==> config.mk <==
export PLATFORM = sky130hd
export DESIGN_NAME = iqc_offset_gain_regs
export DESIGN_NICKNAME = d
export VERILOG_FILES = /design/src/iqc_pkg.sv /design/src/iqc_chan_corr.sv /design/src/iqc_offset_gain_regs.sv
export VERILOG_INCLUDE_DIRS = /design/src
export SDC_FILE = /design/constraint.sdc
export NUM_CORES = 2
export LEC_CHECK = 0
export ABC_CLOCK_PERIOD_IN_PS = 10460
export BUFFER_PORTS_ARGS = -buffer_cell sky130_fd_sc_hd__buf_2
export CELL_PAD_IN_SITES_DETAIL_PLACEMENT = 2
export CELL_PAD_IN_SITES_GLOBAL_PLACEMENT = 2
export CORE_MARGIN = 1
export CORE_UTILIZATION = 38
export CTS_CLUSTER_SIZE = 40
export DETAILED_ROUTE_END_ITERATION = 8
export PLACE_DENSITY = 0.84
export REMOVE_ABC_BUFFERS = 1
export SLEW_MARGIN = 20
export SYNTH_ARGS = -nofsm -noshare
export SYNTH_HDL_FRONTEND = slang
export SYNTH_HIERARCHICAL = 1
export SYNTH_SLANG_ARGS = --single-unit
==> constraint.sdc <==
create_clock -name clk -period 10.46 [get_ports clk]
set_input_delay 1.046 -clock clk [delete_from_list [all_inputs] [get_ports clk]]
set_output_delay 1.046 -clock clk [all_outputs]
set_load 0.05 [all_outputs]
==> src/iqc_defines.svh <==
// Purpose: Offsets, field positions, reset values for the correction registers
// Assumes: Register indices are word indices; byte address is four times index
// Notes:   Definitions only
`ifndef IQC_DEFINES_SVH
`define IQC_DEFINES_SVH

// Register indices (byte address = index * 4)
`define IQC_IDX_OFS_C     10'h00a
`define IQC_IDX_OFS_D     10'h00b
`define IQC_IDX_GAIN_A    10'h00c
`define IQC_IDX_MIX_GAINB 10'h00d
`define IQC_IDX_GAIN_C    10'h00e
`define IQC_IDX_SYNC_CTRL 10'h01e
`define IQC_IDX_ACT_OFS   10'h01f

// Field positions
`define IQC_OFS_MSB       12
`define IQC_GAIN_MSB      10
`define IQC_GAIN_FRAC     10
`define IQC_MIX_MSB       15
`define IQC_MIX_LSB       12
`define IQC_SYNC_EN_BIT   0
`define IQC_SYNC_NOW_BIT  1
`define IQC_ACT_D_LSB     16

// Reset values
`define IQC_OFS_RST       13'h0000
`define IQC_GAIN_RST      11'h400
`define IQC_MIX_RST       4'h0

// Coarse mixer phase steps, in eighths of a turn per sample
`define IQC_STEP_FS8      3'h1
`define IQC_STEP_FS4      3'h2
`define IQC_STEP_FS2      3'h4
`define IQC_STEP_NFS4     3'h6

// cos(45 deg) in Q1.15
`define IQC_COS45         16'h5a82
`define IQC_COS45_FRAC    15

`endif

==> src/iqc_pkg.sv <==
// Purpose: Types shared by the correction register bank and its datapath
// Assumes: Four channels of 16-bit signed samples
// Notes:   Constants live in iqc_defines.svh
package iqc_pkg;

   typedef struct packed {
      logic        psel;
      logic        penable;
      logic        pwrite;
      logic [11:0] paddr;
      logic [31:0] pwdata;
   } apb_req_type;

   typedef logic signed [15:0] sample_type;

   // Index 0 is channel A, 3 is channel D
   typedef sample_type [3:0] quad_type;

endpackage

==> src/iqc_chan_corr.sv <==
// Purpose: Gain and offset correction of one channel
// Assumes: Gain is unsigned Q1.10, offset is signed in converter LSBs
// Notes:   Result saturates to the sample width; one cycle of latency
`timescale 1ns/1ns
`default_nettype none
`include "iqc_defines.svh"
module iqc_chan_corr #(
   parameter int SW = 16,
   parameter int GW = 11,
   parameter int OW = 13
) (
   input  wire logic                 clk,
   input  wire logic                 nrst,
   input  wire logic signed [SW-1:0] sampleIn,
   input  wire logic        [GW-1:0] gainWord,
   input  wire logic signed [OW-1:0] offsetWord,
   output var  logic signed [SW-1:0] sampleOut
);
   logic signed [SW+GW:0]   product;
   logic signed [SW+GW:0]   scaled;
   logic signed [SW+GW+1:0] summed;
   logic signed [SW-1:0]    sampleOut_next;
   localparam logic signed [SW+GW+1:0] MAXV = (2 ** (SW - 1)) - 1;
   localparam logic signed [SW+GW+1:0] MINV = -(2 ** (SW - 1));

   always_comb begin
      // Binary point sits between bit 9 and bit 10 of the gain
      product = sampleIn * $signed({1'b0, gainWord});
      scaled  = product >>> `IQC_GAIN_FRAC;
      summed  = (SW+GW+2)'(scaled) + (SW+GW+2)'(offsetWord);
      if (summed > MAXV) begin
         sampleOut_next = MAXV[SW-1:0];
      end else if (summed < MINV) begin
         sampleOut_next = MINV[SW-1:0];
      end else begin
         sampleOut_next = summed[SW-1:0];
      end
   end

   always_ff @(posedge clk or negedge nrst) begin
      if (!nrst) begin
         sampleOut <= '0;
      end else begin
         sampleOut <= sampleOut_next;
      end
   end
endmodule
`default_nettype wire

==> src/iqc_offset_gain_regs.sv <==
// Purpose: APB register bank for channel C/D offset, channel A/B/C gain and
//          coarse mixer selection, with the correction datapath it steers
// Assumes: Samples arrive on clk every cycle; APB3 slave with no wait states
// Notes:   Channel A/B offsets and channel D gain are held neutral here
//
// Register access over APB was chosen for this implementation.
`timescale 1ns/1ns
`default_nettype none
`include "iqc_defines.svh"
// Function
// - Channel C has a 13-bit offset in bits 12:0, in LSBs, added to C samples.
// - Channel D has a 13-bit offset in bits 12:0, in LSBs, for the D path.
// - With auto-sync enabled, writing the C offset register fires a sync.
// - That sync moves the C and D offsets into the datapath in one cycle.
// - Writing only the D offset leaves the applied offset unchanged.
// - Channel A has an 11-bit unsigned gain in bits 10:0 that scales A.
// - Channel B has an 11-bit unsigned gain in bits 10:0 that scales B.
// - Channel C has an 11-bit unsigned gain in bits 10:0 that scales C.
// - Each gain word has one integer bit and ten fraction bits.
// - Gain registers reset to 0x0400, a gain of one.
// - The C offset register resets to zero, so no offset is applied.
// - Mixer bits 15, 14, 13, 12 enable the Fs/8, Fs/4, Fs/2, -Fs/4 stages.
// - Enabled stages combine into one shift that is a multiple of Fs/8.
module iqc_offset_gain_regs (
   input  wire logic                 clk,
   input  wire logic                 nrst,
   input  wire iqc_pkg::apb_req_type apbReq,
   output var  logic [31:0]          prdata,
   output var  logic                 pready,
   output var  logic                 pslverr,
   input  wire iqc_pkg::quad_type    sampleIn,
   output var  iqc_pkg::quad_type    sampleOut,
   output var  logic                 offsetSyncPulse
);

   logic [9:0]  regIdx;
   logic        setupPhase;
   logic        accessWrite;
   logic        wrOfsC;
   logic        wrSync;
   logic        syncEvent;

   logic [12:0] ofsC_reg;
   logic [12:0] ofsC_next;
   logic [12:0] ofsD_reg;
   logic [12:0] ofsD_next;
   logic [10:0] gainA_reg;
   logic [10:0] gainA_next;
   logic [10:0] gainB_reg;
   logic [10:0] gainB_next;
   logic [10:0] gainC_reg;
   logic [10:0] gainC_next;
   logic [3:0]  mix_reg;
   logic [3:0]  mix_next;
   logic        syncEn_reg;
   logic        syncEn_next;

   logic [12:0] actOfsC_reg;
   logic [12:0] actOfsC_next;
   logic [12:0] actOfsD_reg;
   logic [12:0] actOfsD_next;
   logic        syncPulse_reg;
   logic        syncPulse_next;

   logic [31:0] rdata_reg;
   logic [31:0] rdata_next;
   logic        err_reg;
   logic        err_next;

   logic [2:0]  mixStep;
   logic [2:0]  phase_reg;
   logic [2:0]  phase_next;

   iqc_pkg::quad_type corrOut;
   iqc_pkg::quad_type mixOut_reg;
   iqc_pkg::quad_type mixOut_next;

   logic [10:0]       gainSel [4];
   logic signed [12:0] ofsSel [4];

   // Bus decode
   assign regIdx      = apbReq.paddr[11:2];
   assign setupPhase  = apbReq.psel && !apbReq.penable;
   // Zero wait states: every access phase completes at once
   assign pready      = 1'b1;
   assign accessWrite = apbReq.psel && apbReq.penable && apbReq.pwrite;
   assign wrOfsC      = accessWrite && (regIdx == `IQC_IDX_OFS_C);
   assign wrSync      = accessWrite && (regIdx == `IQC_IDX_SYNC_CTRL)
                        && apbReq.pwdata[`IQC_SYNC_NOW_BIT];
   // Sync on a C offset write only when enabled
   assign syncEvent   = (wrOfsC && syncEn_reg) || wrSync;
   assign prdata      = rdata_reg;
   assign pslverr     = err_reg;
   assign offsetSyncPulse = syncPulse_reg;
   assign sampleOut   = mixOut_reg;

   // Software-written registers
   always_comb begin
      ofsC_next   = ofsC_reg;
      ofsD_next   = ofsD_reg;
      gainA_next  = gainA_reg;
      gainB_next  = gainB_reg;
      gainC_next  = gainC_reg;
      mix_next    = mix_reg;
      syncEn_next = syncEn_reg;
      if (accessWrite) begin
         // Reserved bits are simply not stored
         unique case (regIdx)
            `IQC_IDX_OFS_C: begin
               ofsC_next = apbReq.pwdata[`IQC_OFS_MSB:0];
            end
            `IQC_IDX_OFS_D: begin
               ofsD_next = apbReq.pwdata[`IQC_OFS_MSB:0];
            end
            `IQC_IDX_GAIN_A: begin
               gainA_next = apbReq.pwdata[`IQC_GAIN_MSB:0];
            end
            `IQC_IDX_MIX_GAINB: begin
               gainB_next = apbReq.pwdata[`IQC_GAIN_MSB:0];
               mix_next = apbReq.pwdata[`IQC_MIX_MSB:`IQC_MIX_LSB];
            end
            `IQC_IDX_GAIN_C: begin
               gainC_next = apbReq.pwdata[`IQC_GAIN_MSB:0];
            end
            `IQC_IDX_SYNC_CTRL: begin
               syncEn_next = apbReq.pwdata[`IQC_SYNC_EN_BIT];
            end
            default: begin
            end
         endcase
      end
   end

   always_ff @(posedge clk or negedge nrst) begin
      if (!nrst) begin
         ofsC_reg   <= `IQC_OFS_RST;
         ofsD_reg   <= `IQC_OFS_RST;
         gainA_reg  <= `IQC_GAIN_RST;
         gainB_reg  <= `IQC_GAIN_RST;
         gainC_reg  <= `IQC_GAIN_RST;
         mix_reg    <= `IQC_MIX_RST;
         syncEn_reg <= 1'b0;
      end else begin
         ofsC_reg   <= ofsC_next;
         ofsD_reg   <= ofsD_next;
         gainA_reg  <= gainA_next;
         gainB_reg  <= gainB_next;
         gainC_reg  <= gainC_next;
         mix_reg    <= mix_next;
         syncEn_reg <= syncEn_next;
      end
   end

   // Applied offsets, loaded as a pair by the sync
   always_comb begin
      actOfsC_next   = actOfsC_reg;
      actOfsD_next   = actOfsD_reg;
      syncPulse_next = syncEvent;
      if (syncEvent) begin
         // The C word is taken from the bus so a C write lands with it;
         // D is the stored value, so D must be written before C
         actOfsC_next = wrOfsC ? apbReq.pwdata[`IQC_OFS_MSB:0] : ofsC_reg;
         actOfsD_next = ofsD_reg;
      end
      // A D write alone never reaches the datapath
   end

   always_ff @(posedge clk or negedge nrst) begin
      if (!nrst) begin
         actOfsC_reg   <= `IQC_OFS_RST;
         actOfsD_reg   <= `IQC_OFS_RST;
         syncPulse_reg <= 1'b0;
      end else begin
         actOfsC_reg   <= actOfsC_next;
         actOfsD_reg   <= actOfsD_next;
         syncPulse_reg <= syncPulse_next;
      end
   end

   // Read data is registered in the setup cycle
   always_comb begin
      rdata_next = rdata_reg;
      err_next   = 1'b0;
      if (setupPhase) begin
         rdata_next = '0;
         // Upper and reserved bits fill with zero
         unique case (regIdx)
            `IQC_IDX_OFS_C: begin
               rdata_next[`IQC_OFS_MSB:0] = ofsC_reg;
            end
            `IQC_IDX_OFS_D: begin
               rdata_next[`IQC_OFS_MSB:0] = ofsD_reg;
            end
            `IQC_IDX_GAIN_A: begin
               rdata_next[`IQC_GAIN_MSB:0] = gainA_reg;
            end
            `IQC_IDX_MIX_GAINB: begin
               rdata_next[`IQC_GAIN_MSB:0] = gainB_reg;
               rdata_next[`IQC_MIX_MSB:`IQC_MIX_LSB] = mix_reg;
            end
            `IQC_IDX_GAIN_C: begin
               rdata_next[`IQC_GAIN_MSB:0] = gainC_reg;
            end
            `IQC_IDX_SYNC_CTRL: begin
               rdata_next[`IQC_SYNC_EN_BIT] = syncEn_reg;
            end
            `IQC_IDX_ACT_OFS: begin
               rdata_next[`IQC_OFS_MSB:0] = actOfsC_reg;
               rdata_next[`IQC_ACT_D_LSB +: 13] = actOfsD_reg;
            end
            default: begin
               err_next = 1'b1;
            end
         endcase
      end else if (apbReq.psel) begin
         err_next = err_reg;
      end
   end

   always_ff @(posedge clk or negedge nrst) begin
      if (!nrst) begin
         rdata_reg <= '0;
         err_reg   <= 1'b0;
      end else begin
         rdata_reg <= rdata_next;
         err_reg   <= err_next;
      end
   end

   // Per-channel gain and offset; D gain and A/B offsets are neutral
   assign gainSel[0] = gainA_reg;
   assign gainSel[1] = gainB_reg;
   assign gainSel[2] = gainC_reg;
   assign gainSel[3] = `IQC_GAIN_RST;
   assign ofsSel[0]  = `IQC_OFS_RST;
   assign ofsSel[1]  = `IQC_OFS_RST;
   assign ofsSel[2]  = actOfsC_reg;
   assign ofsSel[3]  = actOfsD_reg;

   for (genvar ch = 0; ch < 4; ch++) begin : g_chan
      iqc_chan_corr #(
         .SW (16),
         .GW (11),
         .OW (13)
      ) u_corr (
         .clk        (clk),
         .nrst       (nrst),
         .sampleIn   (sampleIn[ch]),
         .gainWord   (gainSel[ch]),
         .offsetWord (ofsSel[ch]),
         .sampleOut  (corrOut[ch])
      );
   end

   // Clamp a 17-bit value into a sample
   function automatic iqc_pkg::sample_type sat17(
      input logic signed [16:0] v
   );
      if (v > 17'sh07fff) begin
         sat17 = 16'sh7fff;
      end else if (v < -17'sh08000) begin
         sat17 = 16'sh8000;
      end else begin
         sat17 = v[15:0];
      end
   endfunction

   // Rotate I/Q by k eighths of a turn
   function automatic logic [31:0] rot8(
      input iqc_pkg::sample_type i,
      input iqc_pkg::sample_type q,
      input logic [2:0]          k
   );
      logic signed [16:0] ri;
      logic signed [16:0] rq;
      logic signed [33:0] pi;
      logic signed [33:0] pq;
      ri = '0;
      rq = '0;
      pi = '0;
      pq = '0;
      unique case (k[2:1])
         2'h0: begin
            ri = 17'(i);
            rq = 17'(q);
         end
         2'h1: begin
            ri = -17'(q);
            rq = 17'(i);
         end
         2'h2: begin
            ri = -17'(i);
            rq = -17'(q);
         end
         2'h3: begin
            ri = 17'(q);
            rq = -17'(i);
         end
      endcase
      if (k[0]) begin
         // Odd steps cost a multiply; even steps are free sign swaps
         // Widen before the add so a full-scale pair cannot wrap
         pi = (34'(ri) - 34'(rq)) * $signed({1'b0, `IQC_COS45});
         pq = (34'(ri) + 34'(rq)) * $signed({1'b0, `IQC_COS45});
         ri = 17'(pi >>> `IQC_COS45_FRAC);
         rq = 17'(pq >>> `IQC_COS45_FRAC);
      end
      rot8 = {sat17(ri), sat17(rq)};
   endfunction

   // Enabled stages add their steps, wrapping in eighths
   assign mixStep = (mix_reg[3] ? `IQC_STEP_FS8  : 3'h0)
                  + (mix_reg[2] ? `IQC_STEP_FS4  : 3'h0)
                  + (mix_reg[1] ? `IQC_STEP_FS2  : 3'h0)
                  + (mix_reg[0] ? `IQC_STEP_NFS4 : 3'h0);

   always_comb begin
      phase_next = phase_reg + mixStep;
      {mixOut_next[0], mixOut_next[1]} =
         rot8(corrOut[0], corrOut[1], phase_reg);
      {mixOut_next[2], mixOut_next[3]} =
         rot8(corrOut[2], corrOut[3], phase_reg);
   end

   always_ff @(posedge clk or negedge nrst) begin
      if (!nrst) begin
         phase_reg  <= 3'h0;
         mixOut_reg <= '0;
      end else begin
         phase_reg  <= phase_next;
         mixOut_reg <= mixOut_next;
      end
   end

endmodule
`default_nettype wire

==> results.sh <==
export IMPL_path_max_fanout=7
export IMPL_layout_common_cells="1,204 x inv_1, 909 x fa_1, 808 x ha_1"
export IMPL_crit_top_cell="ha_1"
export IMPL_via_count=49800
export IMPL_synth_simple_area_share_pct=13.4
export IMPL_die_h_microns=399
export IMPL_seq_area_sq_um=6320
export IMPL_cts_clk_slew_worst_paths_ns=0.06
export IMPL_cts_root_buf="clkbuf_16"
export IMPL_synthToLayoutAreaGrowth_pct=9.24
export IMPL_critical_path_class="flip-flop to flip-flop"
export IMPL_ys_async_sr_fraction_pct=100
export IMPL_final_cells=9030
export IMPL_post_route_min_period_ns=10.21
export IMPL_grt_pass1_wl_microns=346000
export IMPL_fin_crit_sh_pct=97.6
export IMPL_clkSinkCount=252
export IMPL_yosys_warnings=6
export IMPL_first_global_vias=59000
export IMPL_synth_edf_count=0
export IMPL_portBuffers=189
export IMPL_die_x_microns=399
export IMPL_die_area_sq_um=159000
export IMPL_clk_latency_ns=0.62
export IMPL_gr_usage_all_layers_pct=28.1
export IMPL_overflow=0
export IMPL_skew_ns=0.0473
export IMPL_cap_violations=0
export IMPL_grt_max_degree=111
export IMPL_startpoint_type="flip-flop"
export IMPL_synth_compound_area_share_pct=11.3
export IMPL_dp_cells=8952
export IMPL_post_synth_cell_area_avg_sq_um=8.93
export IMPL_rows=145
export IMPL_multiInputGateArea_sq_um=48800
export IMPL_arrival_ns=10.64
export IMPL_antennaDiodeCount=0
export IMPL_htreeDepth=2
export IMPL_drt_wl_total_microns=227000
export IMPL_hp_class="primary input to asynchronous set/reset pin"
export IMPL_dp_final_hpwl_microns=183000
export IMPL_netlist_instances=6705
export IMPL_antenna_found_initial=6
export IMPL_cp_slowest_stage_delay_ns=0.54
export IMPL_slowest_stage="o21ai_1"
export IMPL_synth_adder_area_share_pct=47.5
export IMPL_coreArea_sq_um=156000
export IMPL_setup_viol=0
export IMPL_io_pins=212
export IMPL_slew_headroom_pct=25.8
export IMPL_nNetsFinal=8780
export IMPL_status="finished, final reports clean"
export IMPL_drc_errors=0
export IMPL_initial_utilization_pct=38.3
export IMPL_synth_seq_cells=252
export IMPL_final_layout_size_suffix_gt1_share_pct=8.66
export IMPL_avgViaCountPerCell=5.52
export IMPL_antenna_left=0
export IMPL_numCtsBuffers=36
export IMPL_synthXorXnorAreaFrac_pct=5.87
export IMPL_fillCellCount=17300
export IMPL_ys_seq_area_share_pct=10.5
export IMPL_final_common_cell="inv_1"
export IMPL_synthFlopType="dfrtp_1"
export IMPL_finalHoldViolCount=0
export IMPL_wl_per_cell_microns=25.1
export IMPL_dr_pass1_iters=5
export IMPL_drv_slew=0
export IMPL_synth_area_sq_um=59900
export IMPL_drtIter0Drc=2492
export IMPL_synth_lib_cells_used_distinct=111
export IMPL_required_ns=10.89
export IMPL_max_clock_path_buffers=3
export IMPL_synth_top_family_by_area="adder cells"
export IMPL_cts_tree="built"
export IMPL_endpoint_kind="flip-flop"
export IMPL_tightest_slew_ns=1.11
export IMPL_fmax_ghz=0.0979
export IMPL_synthMuxAreaShare_pct=2.14
export IMPL_gp_congestion=0.860
path summary, 6_finish.rpt:
check | from | endpoint | slack (ns) | cells after the start
setup / recovery | g_chan[2].u_corr/sampleOut[0] | sampleOut[54] | 0.25 | 35
hold reg to reg | prdata[13] | prdata[13] | 0.49 | 2
hold / removal | nrst | sampleOut[28] | 0.49 | 1
setup reg to reg | g_chan[2].u_corr/sampleOut[0] | sampleOut[54] | 0.25 | 35
max in group asynchronous | nrst | phase_reg[1] | 8.36 | 2
min in group clk | prdata[13] | prdata[13] | 0.49 | 2
repair_timing:
| item | in CTS | in global routing |
|---|---|---|
| endpoints found under the setup margin | 20 | 62 |
| resized for setup | 6 | 58 |
| hold buffers | 0 | 0 |
| setup buffers | 0 | 12 |
| pin swaps | 0 | 8 |
metal layers:
layer / up-vias / routed length (microns) / track usage [%]
met5: - / 42 / 0
met4: 6 / 10700 / 11.6
met3: 501 / 8420 / 2.59
met2: 1323 / 118000 / 52.0
met1: 26100 / 89100 / 33.0
li1: 21900 / - / -
cells in the mapped netlist (all sizes together) (36+ instances only):
cell type	instances	area (sq um)
o21ai	247	1280
nor3	66	335
a211oi	41	328
fa	909	18200
dfrtp	249	6230
nand3	88	445
clkbuf	197	739
nand2	800	3010
buf	40	238
xor2	126	1110
a21o	81	608
and2	235	1470
ha	814	10200
nand4	37	238
nand2b	38	238
o21bai	36	270
mux2	70	792
mux2i	47	487
a21oi	338	1740
nor2	279	1050
xnor2	267	2380
nor2b	62	388
inv	1212	4550
critical path, delay by kind of cell (launching register included):
family / cells / cell delay, ns
and+or+nand+nor: 2 / 0.45
DFF: 1 / 0.38
AOI/OAI and AO/OA: 14 / 3.52
buffers and inverters: 6 / 0.70
xor gates and xnor gates: 2 / 0.74
muxes: 2 / 0.53
adders and majority gates: 9 / 3.71
final cells by class:
class | instances | area share (%)
multi-input combinational | 5119 | 74.6
sequential | 252 | 9.66
inverter | 1213 | 6.96
tap | 2058 | 3.94
clock buffer | 51 | 1.51
clock inverter | 15 | 0.281
timing repair buffer | 322 | 3.02
kinds of logic after synthesis:
| group | count (synthesis) |
|---|---|
| muxes | 117 |
| and+or+nand+nor | 1730 |
| AOI/OAI and AO/OA | 1029 |
| buffers and inverters | 1450 |
| xor gates and xnor gates | 394 |
| other | 2 |
| adders and majority gates | 1731 |
| DFF | 252 |
metrics by stage:
step / setup TNS [ns] / area, sq um / hold slack [ns] / util, % / setup slack, ns
global route: -4.25 / 65400 / 0.520 / 41.8 / -0.218
floorplan: -46.43 / 59300 / 0.464 / - / -1.30
finish: 0 / 65400 / 0.487 / 41.8 / 0.246
CTS: 0 / 65100 / 0.492 / 41.6 / 0.0205
detailed placement: -1.97 / 63900 / 0.478 / 40.8 / -0.224
global placement: 0 / 63900 / 0.461 / 40.8 / 0.251
Power is not shown: default switching activity piles up to over one toggle a cycle in this logic, so the estimate is an artifact.
